`src/cbtg_pkg.sv`:
```
// constants and types for the cathode bias and tia gain configuration bank
package cbtg_pkg;

  // ==========================================================================
  // register map
  localparam logic [7:0] cbtg_addr_override = 8'h54;
  localparam logic [7:0] cbtg_addr_gain = 8'h55;
  localparam logic [15:0] cbtg_override_rst = 16'h0020;
  localparam logic [15:0] cbtg_gain_rst = 16'h0000;
  localparam logic [15:0] cbtg_read_zero = 16'h0000;

  // ==========================================================================
  // field positions in the override register
  localparam int cbtg_sleep_cat_msb = 13;
  localparam int cbtg_sleep_cat_lsb = 12;
  localparam int cbtg_second_cat_msb = 11;
  localparam int cbtg_second_cat_lsb = 10;
  localparam int cbtg_first_cat_msb = 9;
  localparam int cbtg_first_cat_lsb = 8;
  localparam int cbtg_override_on_bit = 7;

  // ==========================================================================
  // field positions in the gain register
  localparam int cbtg_b_ch4_msb = 11;
  localparam int cbtg_b_ch4_lsb = 10;
  localparam int cbtg_b_ch3_msb = 9;
  localparam int cbtg_b_ch3_lsb = 8;
  localparam int cbtg_b_ch2_msb = 7;
  localparam int cbtg_b_ch2_lsb = 6;
  localparam int cbtg_a_ch4_msb = 5;
  localparam int cbtg_a_ch4_lsb = 4;

  // ==========================================================================
  // two-bit cathode codes of the override fields
  localparam logic [1:0] cbtg_code_0 = 2'h0;
  localparam logic [1:0] cbtg_code_1 = 2'h1;
  localparam logic [1:0] cbtg_code_2 = 2'h2;
  localparam logic [1:0] cbtg_code_3 = 2'h3;

  // operating state reported by the sequencer
  typedef enum logic [1:0] {
    cbtg_st_sleep = 2'b00,
    cbtg_st_idle = 2'b01,
    cbtg_st_slot_a = 2'b10,
    cbtg_st_slot_b = 2'b11
  } cbtg_state_type;

  // cathode source driven to the analog bias switch
  typedef enum logic [2:0] {
    cbtg_cat_vdd = 3'b000,
    cbtg_cat_anode = 3'b001,
    cbtg_cat_rev_bias = 3'b010,
    cbtg_cat_zero = 3'b011,
    cbtg_cat_float = 3'b100,
    cbtg_cat_vref = 3'b101
  } cbtg_cathode_type;

endpackage

```
`src/cbtg_bank.sv`:
```
// cathode bias override and per-channel tia gain register bank
`timescale 1ns/1ps
`default_nettype none
module cbtg_bank (
  input wire logic mclk,
  input wire logic rst_n,
  input wire logic reg_wr,
  input wire logic reg_rd,
  input wire logic [7:0] reg_addr,
  input wire logic [15:0] reg_wdata,
  output logic [15:0] reg_rdata,
  output logic reg_rvalid,
  input wire logic global_cathode_sel,
  input wire logic [1:0] op_state,
  input wire logic first_slot_gain_en,
  input wire logic second_slot_gain_en,
  input wire logic [1:0] first_slot_tia_gain,
  input wire logic [1:0] second_slot_tia_gain,
  output logic [2:0] cathode_src,
  output logic cathode_override_on,
  output logic [1:0] first_slot_ch4_gain,
  output logic [1:0] second_slot_ch4_gain,
  output logic [1:0] second_slot_ch3_gain,
  output logic [1:0] second_slot_ch2_gain
);

  // ==========================================================================
  // reset release
  logic rst_meta_reg;
  logic rst_sync_reg;

  // release is synchronised so all flops leave reset on the same edge
  always_ff @(posedge mclk or negedge rst_n) begin
    if (!rst_n) begin
      rst_meta_reg <= 1'b0;
      rst_sync_reg <= 1'b0;
    end else begin
      rst_meta_reg <= 1'b1;
      rst_sync_reg <= rst_meta_reg;
    end
  end

  // ==========================================================================
  // register storage
  logic [15:0] override_reg;
  logic [15:0] gain_reg;

  function automatic logic hit(input logic [7:0] addr, input logic [7:0] target);
    hit = (addr == target);
  endfunction

  // write strobes decoded once, each register sees one compare
  logic wr_override;
  logic wr_gain;

  assign wr_override = reg_wr && hit(reg_addr, cbtg_pkg::cbtg_addr_override);
  assign wr_gain = reg_wr && hit(reg_addr, cbtg_pkg::cbtg_addr_gain);

  // all bits are stored as written, reserved ones included, so reads echo writes
  always_ff @(posedge mclk or negedge rst_sync_reg) begin
    if (!rst_sync_reg) begin
      override_reg <= cbtg_pkg::cbtg_override_rst;
    end else if (wr_override) begin
      override_reg <= reg_wdata;
    end
  end

  always_ff @(posedge mclk or negedge rst_sync_reg) begin
    if (!rst_sync_reg) begin
      gain_reg <= cbtg_pkg::cbtg_gain_rst;
    end else if (wr_gain) begin
      gain_reg <= reg_wdata;
    end
  end

  // ==========================================================================
  // register read, one cycle latency, unmapped reads give zero
  logic [15:0] rdata_next;

  always_comb begin
    rdata_next = cbtg_pkg::cbtg_read_zero;
    if (hit(reg_addr, cbtg_pkg::cbtg_addr_override)) begin
      rdata_next = override_reg;
    end else if (hit(reg_addr, cbtg_pkg::cbtg_addr_gain)) begin
      rdata_next = gain_reg;
    end
  end

  // valid is reg_rd delayed by one cycle, independent of the address
  always_ff @(posedge mclk or negedge rst_sync_reg) begin
    if (!rst_sync_reg) begin
      reg_rvalid <= 1'b0;
    end else begin
      reg_rvalid <= reg_rd;
    end
  end

  // data holds between reads so the port decoder may pick it up late
  always_ff @(posedge mclk or negedge rst_sync_reg) begin
    if (!rst_sync_reg) begin
      reg_rdata <= cbtg_pkg::cbtg_read_zero;
    end else if (reg_rd) begin
      reg_rdata <= rdata_next;
    end
  end

  // ==========================================================================
  // cathode selection
  logic [2:0] cathode_next;
  cbtg_pkg::cbtg_state_type state_now;

  assign state_now = cbtg_pkg::cbtg_state_type'(op_state);

  cbtg_cathode_sel u_cathode_sel (
    .override_on(override_reg[cbtg_pkg::cbtg_override_on_bit]),
    .global_cathode_sel(global_cathode_sel),
    .sleep_cathode_code(override_reg[cbtg_pkg::cbtg_sleep_cat_msb:cbtg_pkg::cbtg_sleep_cat_lsb]),
    .second_slot_cathode_code(
      override_reg[cbtg_pkg::cbtg_second_cat_msb:cbtg_pkg::cbtg_second_cat_lsb]),
    .first_slot_cathode_code(
      override_reg[cbtg_pkg::cbtg_first_cat_msb:cbtg_pkg::cbtg_first_cat_lsb]),
    .op_state(state_now),
    .cathode_src(cathode_next)
  );

  // outputs registered so the analog switches see no decode glitches
  // limitation: op_state is trusted as same-clock logic, no synchroniser
  always_ff @(posedge mclk or negedge rst_sync_reg) begin
    if (!rst_sync_reg) begin
      cathode_src <= cbtg_pkg::cbtg_cat_anode;
    end else begin
      cathode_src <= cathode_next;
    end
  end

  always_ff @(posedge mclk or negedge rst_sync_reg) begin
    if (!rst_sync_reg) begin
      cathode_override_on <= 1'b0;
    end else begin
      cathode_override_on <= override_reg[cbtg_pkg::cbtg_override_on_bit];
    end
  end

  // ==========================================================================
  // per-channel gain, falls back to the slot gain when not enabled
  logic [1:0] b_ch4_gain_next;
  logic [1:0] b_ch3_gain_next;
  logic [1:0] b_ch2_gain_next;
  logic [1:0] a_ch4_gain_next;

  function automatic logic [1:0] gain_pick(input logic en, input logic [1:0] chan,
                                           input logic [1:0] slot);
    gain_pick = en ? chan : slot;
  endfunction

  // one enable per slot gates all of that slot's channels together
  always_comb begin
    b_ch4_gain_next = gain_pick(second_slot_gain_en,
      gain_reg[cbtg_pkg::cbtg_b_ch4_msb:cbtg_pkg::cbtg_b_ch4_lsb], second_slot_tia_gain);
    b_ch3_gain_next = gain_pick(second_slot_gain_en,
      gain_reg[cbtg_pkg::cbtg_b_ch3_msb:cbtg_pkg::cbtg_b_ch3_lsb], second_slot_tia_gain);
    b_ch2_gain_next = gain_pick(second_slot_gain_en,
      gain_reg[cbtg_pkg::cbtg_b_ch2_msb:cbtg_pkg::cbtg_b_ch2_lsb], second_slot_tia_gain);
    a_ch4_gain_next = gain_pick(first_slot_gain_en,
      gain_reg[cbtg_pkg::cbtg_a_ch4_msb:cbtg_pkg::cbtg_a_ch4_lsb], first_slot_tia_gain);
  end

  // gains lag the enables by one cycle, traded for glitch-free switch drive
  always_ff @(posedge mclk or negedge rst_sync_reg) begin
    if (!rst_sync_reg) begin
      second_slot_ch4_gain <= cbtg_pkg::cbtg_code_0;
    end else begin
      second_slot_ch4_gain <= b_ch4_gain_next;
    end
  end

  always_ff @(posedge mclk or negedge rst_sync_reg) begin
    if (!rst_sync_reg) begin
      second_slot_ch3_gain <= cbtg_pkg::cbtg_code_0;
    end else begin
      second_slot_ch3_gain <= b_ch3_gain_next;
    end
  end

  always_ff @(posedge mclk or negedge rst_sync_reg) begin
    if (!rst_sync_reg) begin
      second_slot_ch2_gain <= cbtg_pkg::cbtg_code_0;
    end else begin
      second_slot_ch2_gain <= b_ch2_gain_next;
    end
  end

  always_ff @(posedge mclk or negedge rst_sync_reg) begin
    if (!rst_sync_reg) begin
      first_slot_ch4_gain <= cbtg_pkg::cbtg_code_0;
    end else begin
      first_slot_ch4_gain <= a_ch4_gain_next;
    end
  end

endmodule
`default_nettype wire

```
`src/cbtg_cathode_sel.sv`:
```
// cathode source selection from override fields and operating state
`timescale 1ns/1ps
`default_nettype none
module cbtg_cathode_sel (
  input wire logic override_on,
  input wire logic global_cathode_sel,
  input wire logic [1:0] sleep_cathode_code,
  input wire logic [1:0] second_slot_cathode_code,
  input wire logic [1:0] first_slot_cathode_code,
  input wire cbtg_pkg::cbtg_state_type op_state,
  output logic [2:0] cathode_src
);

  // ==========================================================================
  // slot code decode, shared by both slots
  function automatic logic [2:0] slot_decode(input logic [1:0] code);
    unique case (code)
      cbtg_pkg::cbtg_code_0: slot_decode = cbtg_pkg::cbtg_cat_vdd;
      cbtg_pkg::cbtg_code_1: slot_decode = cbtg_pkg::cbtg_cat_anode;
      cbtg_pkg::cbtg_code_2: slot_decode = cbtg_pkg::cbtg_cat_rev_bias;
      cbtg_pkg::cbtg_code_3: slot_decode = cbtg_pkg::cbtg_cat_zero;
    endcase
  endfunction

  // ==========================================================================
  // selection
  always_comb begin
    cathode_src = cbtg_pkg::cbtg_cat_vdd;
    if (!override_on) begin
      cathode_src = global_cathode_sel ? cbtg_pkg::cbtg_cat_vdd : cbtg_pkg::cbtg_cat_anode;
    end else begin
      unique case (op_state)
        cbtg_pkg::cbtg_st_sleep, cbtg_pkg::cbtg_st_idle: begin
          unique case (sleep_cathode_code)
            cbtg_pkg::cbtg_code_0: cathode_src = cbtg_pkg::cbtg_cat_vdd;
            cbtg_pkg::cbtg_code_1: begin
              // vref only while idle, supply once truly asleep
              cathode_src = (op_state == cbtg_pkg::cbtg_st_idle) ?
                            cbtg_pkg::cbtg_cat_vref : cbtg_pkg::cbtg_cat_vdd;
            end
            cbtg_pkg::cbtg_code_2: cathode_src = cbtg_pkg::cbtg_cat_float;
            cbtg_pkg::cbtg_code_3: cathode_src = cbtg_pkg::cbtg_cat_zero;
          endcase
        end
        cbtg_pkg::cbtg_st_slot_a: cathode_src = slot_decode(first_slot_cathode_code);
        cbtg_pkg::cbtg_st_slot_b: cathode_src = slot_decode(second_slot_cathode_code);
      endcase
    end
  end

endmodule
`default_nettype wire

```
`config.mk`:
```
export PLATFORM = sky130hd
export DESIGN_NAME = cbtg_bank
export DESIGN_NICKNAME = d
export VERILOG_FILES = /design/src/cbtg_pkg.sv /design/src/cbtg_bank.sv /design/src/cbtg_cathode_sel.sv
export SDC_FILE = /design/constraint.sdc
export NUM_CORES = 1
export LEC_CHECK = 0
export BUFFER_PORTS_ARGS = -buffer_cell sky130_fd_sc_hd__buf_2
export CAP_MARGIN = 20
export CORE_AREA = 4 4 79 81
export CTS_CLUSTER_DIAMETER = 60
export CTS_CLUSTER_SIZE = 10
export DETAILED_ROUTE_END_ITERATION = 12
export DIE_AREA = 0 0 83 85
export PLACE_DENSITY = 0.82
export SYNTH_ARGS = -nofsm -noshare
export SYNTH_HDL_FRONTEND = slang
export SYNTH_SLANG_ARGS = --single-unit
```
`constraint.sdc`:
```
create_clock -name mclk -period 3.4 [get_ports mclk]
set_input_delay 0.17 -clock mclk [delete_from_list [all_inputs] [get_ports mclk]]
set_output_delay 0.17 -clock mclk [all_outputs]
set_load 0.01 [all_outputs]
```
======== After elaboration in Yosys (flattened, before gate mapping) ========
Cells that the tools add are included.
storage, ports and cells
  bits in registers ....................... 63
  latch bits .............................. 0
  memory bits (writable) .................. 0
  ROM bits ................................ 0
  input port bits ......................... 37
  output and inout bits ................... 29
  logic and storage cells ................. 46
  memories ................................ 0
operators by class
  $add $sub $neg .......................... 0
  multiply operators ...................... 0
  divide/modulo/power cells ............... 0
  $lt $le $gt $ge ......................... 0
  equality and inequality tests ........... 14
  shift operators ......................... 0
  mux-type cells .......................... 13
  bitwise logic cells ..................... 0
  reduce and logical (&&, ||, !) cells .... 7
operators with widths
  operator            count
  $pmux 3 s4          3
  $mux 16             2
  $eq 2x2->1 const B  8
  $eq 8x7->1 const B  2
  $pmux 3 s3          1
  $eq 2x1->1 const B  4
  $logic_not 2->1     4
  $mux 2              4
  $mux 3              2
  $logic_and 1x1->1   2
  $reduce_or 2->1     1
  $mux 1              1

======== Logic depth before layout (Yosys ltp) ========
Gate-level depths: netlist of run 1.
  word-level depth ........................ 5
  gate-level depth with buffers ........... 5
  mapped depth without buffers ............ 3

======== By module ========
Synthesis of run 1 repeated with hierarchy kept, for this count alone.
second synthesis, totals
  cell total of the unflattened synthesis .. 200
  area total of the unflattened synthesis .. 2,716.4 µm²
by module, submodules not included
  module            times used  cells each  area each (µm²)  seq. area each (µm²)
  cbtg_bank         1           189         2,626.3          1,579.0
  cbtg_cathode_sel  1           11          90.1             0.0

======== Worst setup path after synthesis of run 1 ========
OpenSTA, ideal clock, no wires.
  path type ............................... input port to flip-flop
  start point ............................. in reg_addr[1]
  end point ............................... reg override_reg[10]
  setup time .............................. 0.125 ns
  arrival ................................. 1.164 ns
  data required time ...................... 3.275 ns
  setup slack ............................. 2.110 ns
  cell stages on the path ................. 4
  path buffers ............................ 1
  cells stage by stage .................... and4bb_2 nand4b_4 buf_6 mux2_4
on the way
  word-level cells in the longest chain between the ends .. 2
ends and longest elaborated chain
  item                  line             source
  from (decl)           cbtg_bank.sv:9   input wire logic [7:0] reg_addr,
  $eq 8x7->1            cbtg_bank.sv:49  hit = (addr == target);
  $logic_and 1x1->1     cbtg_bank.sv:56  assign wr_override = reg_wr && hit(reg_addr, cbtg_pkg::cbtg_addr_override);
  to (signal assigned)  cbtg_bank.sv:62  override_reg <= cbtg_pkg::cbtg_override_rst;
  to (signal assigned)  cbtg_bank.sv:64  override_reg <= reg_wdata;
  to (decl)             cbtg_bank.sv:45  logic [15:0] override_reg;
Every way passes these cells.
A chain may end at the register's enable or synchronous reset.

======== Worst setup path in the final report of run 1 ========
  start point ............................. in reg_addr[1]
  end point ............................... reg gain_reg[0]
on the way
  word-level cells in the longest chain between the ends .. 2
ends and longest elaborated chain
  item                  line             source
  $eq 8x7->1            cbtg_bank.sv:49
  $logic_and 1x1->1     cbtg_bank.sv:57  assign wr_gain = reg_wr && hit(reg_addr, cbtg_pkg::cbtg_addr_gain);
  to (signal assigned)  cbtg_bank.sv:70  gain_reg <= cbtg_pkg::cbtg_gain_rst;
  to (signal assigned)  cbtg_bank.sv:72  gain_reg <= reg_wdata;
  to (decl)             cbtg_bank.sv:46  logic [15:0] gain_reg;
Every way passes these cells.

==> results of run 1 <==
path summary, 6_finish.rpt:
path	slack [ps]	start	endpoint
min in group asynchronous	100	rst_sync_reg$_DFF_PN0_	reg_rdata[6]$_DFFE_PN0P_
worst min register to register	100	rst_sync_reg$_DFF_PN0_	reg_rdata[6]$_DFFE_PN0P_
max in group asynchronous	2580	rst_sync_reg$_DFF_PN0_	override_reg[14]$_DFFE_PN0P_
worst max register to register	2360	override_reg[13]$_DFFE_PN0P_	cathode_src[2]$_DFF_PN0_
worst max-delay path	2160	reg_addr[1]	gain_reg[0]$_DFFE_PN0P_
worst min-delay path	30	op_state[1]	cathode_src[2]$_DFF_PN0_
per-layer routing:
layer	GRT usage, %	vias up	part of all wire [%]
li1	-	830	-
met1	20.3	816	45
met2	24.2	54	47
met3	5.63	10	6.3
met4	7.58	0	2.1
met5	0	-	0
through the flow:
stage	total power [mW]	instance area, sq um	instances	utilization (%)
floorplan	0.874	2720	200	-
global placement	0.921	3090	330	56.5
detailed placement	0.926	3090	330	56.5
CTS	1.47	3270	348	59.8
global route	1.52	3290	349	60.2
finish	1.45	3290	349	60.2
critical path, delay by kind of cell:
kind	cells	cell delay (ps)
buffers and inverters	1	110
AND/OR/NAND/NOR	2	740
multiplexers	1	430
logic make-up after synthesis:
group	after synthesis
other cells	1
buf+inv	24
mux	56
compound gates	17
simple gates	39
flops	63
cells in the final DEF, fill, tap and decap left out:
cell,count
clkbuf_1,5
conb_1,1
and2_1,1
dfrtp_1,60
clkbuf_8,10
nor3b_4,1
clkinv_2,1
dfstp_2,2
mux2_4,20
mux2_2,32
nand4_4,1
dlygate4sd3_1,2
dfrtp_2,1
nand2_1,31
o21ai_0,1
and4bb_2,1
buf_4,1
buf_2,65
nand2b_1,2
o22ai_1,16
inv_1,16
buf_12,1
nand4b_4,1
nor3b_1,1
mux2i_1,4
power by group:
part           leakage (nW)  internal (mW)  switching [mW]
logic                 0.819         0.0645          0.0566
clock network        0.0817          0.285           0.254
registers             0.851          0.777          0.0167
total                  1.75           1.13           0.327
area by class of cell:
class	instances	area, sq um	share of cell area, %
Inverter	16	60.1	1.82
Clock buffer	15	156	4.75
Timing Repair Buffer	69	373	11.3
Clock inverter	1	5.00	0.152
Tap cell	72	90.1	2.74
Multi-Input combinational cell	113	1030	31.2
Sequential cell	63	1580	48.0
==> flow_metrics.env, run 1 <==
export IMPL_ys_flop_type="dfrtp_1"
export IMPL_skew_ps=4.10
export IMPL_drive_gt1_share_pct=49.5
export IMPL_syn_inst=200
export IMPL_syn_area_per_cell_sq_um=13.6
export IMPL_routedWlPerCell_um=15.1
export IMPL_fin_hold_ws_ps=32.8
export IMPL_dr_pass1_iters=4
export IMPL_cp_start_kind="input port"
export IMPL_start_util_pct=49.6
export IMPL_crit_slowest_cell="mux2_4"
export IMPL_synth_edf_count=0
export IMPL_antenna_found_initial=0
export IMPL_hold_violations=0
export IMPL_cpPeakStageDelay_ps=430
export IMPL_worstPathArrival_ps=1450
export IMPL_hold_path_class="in -> reg"
export IMPL_cts_path_max_buffers=2
export IMPL_yosysTopAreaCellShare_pct=56.2
export IMPL_n_fill_cell=469
export IMPL_end_kind="flop"
export IMPL_dpl_worst_slack_ps=1800
export IMPL_finalWorstSetupSlack_ps=2160
export IMPL_cts_tree="done"
export IMPL_die_x_um=83
export IMPL_path_cells="buf_2, and4bb_2, nand4_4, mux2_4"
export IMPL_drt_drc_violations_left=0
export IMPL_final_antenna_net_count=0
export IMPL_postCtsSetupRepairBufs=0
export IMPL_status="finished, final reports clean"
export IMPL_grt_max_degree=49
export IMPL_worstPathRequired_ps=3610
export IMPL_yosysMostFrequentCell="dfrtp_1"
export IMPL_yosys_area_share_simple_pct=8.06
export IMPL_clk_latency_ps=330
export IMPL_synth_seq_area_share_pct=58.2
export IMPL_worst_pin_slew_ps=615
export IMPL_via_per_inst=4.90
export IMPL_wl_um=5270
export IMPL_row_count=27
export IMPL_post_cts_resized=0
export IMPL_grt_pass1_vias=1788
export IMPL_period_needed_ps=1240
export IMPL_synthMuxAreaShare_pct=25.8
export IMPL_finalSetupViolCount=0
export IMPL_hold_buffers=2
export IMPL_core_sq_mm=0.00547
export IMPL_r2r_cells=2
export IMPL_fin_setup_tns_ps=0
export IMPL_grtUsageTotal_pct=15.9
export IMPL_ioPinCount=66
export IMPL_path_clk_slew_ps=60
export IMPL_post_route_period_util_pct=36.4
export IMPL_yosys_cell_types_count=21
export IMPL_synthTopCellsByCount="dfrtp_1 (61), mux2_2 (32), nand2_1 (31)"
export IMPL_synth_xor_area_share_pct=0
export IMPL_p_leak_nw=1.75
export IMPL_ys_ff_latch=63
export IMPL_powerDensity_mw_per_mm2=441
export IMPL_die_height_um=85
export IMPL_grt_ovfl_total=0
export IMPL_drv_cap=0
export IMPL_synth_top_area_cell="dfrtp_1"
export IMPL_gp_congestion=0.755
export IMPL_synth_area_sq_mm=0.00272
export IMPL_cts_inserted_buffers=9
export IMPL_synthArstFlopShare_pct=100
export IMPL_synth_top_family_by_area="multiplexers"
export IMPL_dp_hpwl_um=3700
export IMPL_nNetsFinal=309
export IMPL_synth_area_top_cells="dfrtp_1 (56%), mux2_2 (13%), mux2_4 (11%), nand2_1 (4.3%), o22ai_1 (3.7%)"
export IMPL_slew_viol_final=0
export IMPL_crit_type="in -> reg"
export IMPL_timing_slew_headroom_pct=58.9
export IMPL_grt_setup_unrepaired="no"
export IMPL_dieArea_sq_mm=0.00706
export IMPL_clock_sinks=63
export IMPL_synthAdderAreaFrac_pct=0
export IMPL_synth_compound_area_share_pct=3.87
export IMPL_ys_warn_count=0
export IMPL_ir_drop_v=0.000242
export IMPL_holdPathStages=2
export IMPL_synth_nets=237
export IMPL_grt_pass1_wl_um=8650
export IMPL_portBuffers=65
export IMPL_fmax_mhz=808
export IMPL_drt_initial_drc_count=55
export IMPL_worstPathMaxFanout=16
export IMPL_vias=1710
export IMPL_cts_root_buffer="clkbuf_8"
export IMPL_area_growth_pct=21.3
export IMPL_antenna_cells=0
export IMPL_cts_max_level=3
Note: power is estimated with default switching activity, not from simulation.
==> run 2: changes to the inputs <==
ABC_AREA = 1   (was default)
CORE_AREA = 4 4 80 82   (was 4 4 79 81)
DIE_AREA = 0 0 84 86   (was 0 0 83 85)
PLACE_DENSITY = 0.81   (was 0.82)
clock period = 1.2 ns   (was 3.4 ns; I/O delays follow)
==> run 2 against run 1 <==
- sequential share of layout area fell by 4.0 points
- first-iteration DRC count grew to 2.9 times the previous value
- wire length up 21%
- clock power grew to 2.9 times the previous value
- design area rose by 9.2%
- non-clock buffer count up 29
- clock skew rose by 3.5 ps
- setup slack got worse by 2100 ps
- count of clock-buffer cells in the layout is 1 lower
- die area increased by 2.4%
- critical path depth shrank 1
- critical path type is now reg -> reg
- largest cell class unchanged
==> flow_metrics.env, run 2 <==
export IMPL_status="finished, final reports clean"
export IMPL_dr_pass1_iters=4
export IMPL_syn_inst=318
export IMPL_antenna_cells=0
export IMPL_cpPeakStageDelay_ps=550
export IMPL_final_antenna_net_count=0
export IMPL_core_sq_mm=0.00575
export IMPL_synthAdderAreaFrac_pct=0
export IMPL_period_needed_ps=1160
export IMPL_layout_common_cells="nand2_1 (128), buf_2 (63), dfrtp_1 (60)"
export IMPL_cts_root_buffer="clkbuf_8"
export IMPL_post_route_period_util_pct=96.7
export IMPL_via_per_inst=4.84
export IMPL_antenna_found_initial=0
export IMPL_synth_xor_area_share_pct=0
export IMPL_grt_pass1_vias=2469
export IMPL_crit_type="reg -> reg"
export IMPL_fin_hold_ws_ps=34.9
export IMPL_synth_seq_area_share_pct=56.9
export IMPL_grt_pass1_wl_um=11100
export IMPL_r2r_end="first_slot_ch4_gain[0]$_DFF_PN0_"
export IMPL_yosysMostFrequentCell="nand2_1"
export IMPL_die_height_um=86
export IMPL_synth_top_family_by_area="simple AND/OR/NAND/NOR gates"
export IMPL_synthMuxAreaShare_pct=0
export IMPL_path_clk_slew_ps=60
export IMPL_drt_drc_violations_left=0
export IMPL_worst_pin_slew_ps=608
export IMPL_ir_drop_v=0.000817
export IMPL_r2r_setup_slack_ps=40
export IMPL_end_kind="flop"
export IMPL_synth_area_top_cells="dfrtp_1 (55%), nand2_1 (17%), nand3_1 (6.3%), o21ai_0 (3.6%), nor2_8 (2.9%)"
export IMPL_cts_inserted_buffers=9
export IMPL_wl_met1_um=2880
export IMPL_path_cells="inv_2, a21oi_1, dlygate4sd3_1"
export IMPL_cp_buffers_inverters=2
export IMPL_worstPathArrival_ps=1370
export IMPL_yosys_area_share_simple_pct=28.8
export IMPL_vias=2381
export IMPL_synth_area_sq_mm=0.00277
export IMPL_gp_congestion=0.842
export IMPL_dieArea_sq_mm=0.00722
export IMPL_crit_family="buffers and inverters"
export IMPL_fmax_mhz=862
export IMPL_crit_slowest_cell="dlygate4sd3_1"
export IMPL_synth_nets=355
export IMPL_met2_length_um=3050
export IMPL_portBuffers=65
export IMPL_grt_max_degree=36
export IMPL_die_x_um=84
export IMPL_yosys_cell_types_count=20
export IMPL_ioPinCount=66
export IMPL_synth_compound_area_share_pct=8.39
export IMPL_ys_warn_count=0
export IMPL_dr_wl_met3_um=340
export IMPL_ys_ff_latch=63
export IMPL_hold_path_class="in -> async"
export IMPL_timing_slew_headroom_pct=59.4
export IMPL_dp_hpwl_um=4320
export IMPL_grtUsageTotal_pct=18.9
export IMPL_final_common_cell="nand2_1"
export IMPL_worst_r2r_startpoint="gain_reg[4]$_DFFE_PN0P_"
export IMPL_slew_viol_final=0
export IMPL_cts_path_max_buffers=2
export IMPL_cp_start_kind="flop"
export IMPL_start_util_pct=48.3
export IMPL_worstPathMaxFanout=2
export IMPL_powerDensity_mw_per_mm2=1200
export IMPL_drt_initial_drc_count=161
export IMPL_row_count=28
export IMPL_fin_setup_tns_ps=0
export IMPL_syn_area_per_cell_sq_um=8.72
export IMPL_wl_um=6360
export IMPL_clock_sinks=63
export IMPL_design_power_total_mw=4.30
export IMPL_synthTopCellsByCount="nand2_1 (128), dfrtp_1 (61), nand3_1 (35)"
export IMPL_worstPathRequired_ps=1410
export IMPL_yosysTopAreaCellShare_pct=55.1
export IMPL_grt_ovfl_total=0
export IMPL_dpl_worst_slack_ps=46.9
export IMPL_synthArstFlopShare_pct=100
export IMPL_hold_violations=0
export IMPL_dr_max_layer_used="met4"
export IMPL_clk_latency_ps=320
export IMPL_cts_tree="done"
export IMPL_synth_edf_count=0
export IMPL_grt_setup_unrepaired="no"
export IMPL_cts_max_level=3
export IMPL_finalSetupViolCount=0
export IMPL_p_leak_nw=2.04
export IMPL_ys_flop_type="dfrtp_1"
export IMPL_drv_cap=0
export IMPL_skew_ps=7.62
export IMPL_r2r_cells=3
export IMPL_area_growth_pct=29.6
export IMPL_drive_gt1_share_pct=24.9
export IMPL_finalWorstSetupSlack_ps=39.8
export IMPL_nNetsFinal=450
export IMPL_synth_top_area_cell="dfrtp_1"
export IMPL_routedWlPerCell_um=12.9
run 2: cell count changes after synthesis, moves of 16 or more:
cell     delta
o21ai_1    +16
mux2_4     -20
o21ai_0    +19
nand3_1    +35
o22ai_1    -16
nand2_1    +97
mux2_2     -32
run 2: what timing repair did:
action,4_1_cts,5_1_grt
hold buffers,24,0
resized for setup,0,3
hold endpoints to repair,44,0
buffers inserted,0,1
endpoints found under the setup margin,0,17
run 2: power by group:
| group | switching [mW] | internal, mW |
|---|---|---|
| combinational | 0.249 | 0.188 |
| clock | 0.731 | 0.851 |
| sequential | 0.0513 | 2.23 |
run 2: metal layers:
metal  GRT usage (%)  vias to the layer above
met5               0                        -
met4            8.33                        0
met3            3.55                        8
met2            31.2                       75
met1            24.5                     1089
li1                -                     1209
run 2: kinds of logic after synthesis:
kind of cell,Yosys count
flip-flops,63
buffers and inverters,34
AO/OA/AOI/OAI,44
AND/OR/NAND/NOR,176
other,1
run 2: metrics by stage:
stage	instance area, sq um	instances	util, %
floorplan	2770	318	-
global placement	3180	453	55.3
detailed placement	3180	453	55.3
CTS	3590	492	62.4
global route	3590	492	62.6
finish	3590	492	62.6
run 2: area by class of cell:
cell class | instances | area, sq um
Timing Repair Buffer | 98 | 638
Multi-Input combinational cell | 221 | 1040
Inverter | 20 | 78.8
Sequential cell | 63 | 1580
Tap cell | 75 | 93.8
Fill cell | 482 | 2150
Clock buffer | 14 | 163
Clock inverter | 1 | 5.00
run 2: how the worst max path moves through the flow:
stage / startpoint / end / depth (start not counted)
after global placement: reg_wr / gain_reg[13]$_DFFE_PN0P_ / 5
after global routing: gain_reg[4]$_DFFE_PN0P_ / first_slot_ch4_gain[0]$_DFF_PN0_ / 3
final: gain_reg[4]$_DFFE_PN0P_ / first_slot_ch4_gain[0]$_DFF_PN0_ / 3
after CTS: gain_reg[4]$_DFFE_PN0P_ / first_slot_ch4_gain[0]$_DFF_PN0_ / 3
after floorplan: rst_sync_reg$_DFF_PN0_ / cathode_override_on$_DFF_PN0_ / 0
after detailed placement: reg_addr[7] / reg_rdata[6]$_DFFE_PN0P_ / 9
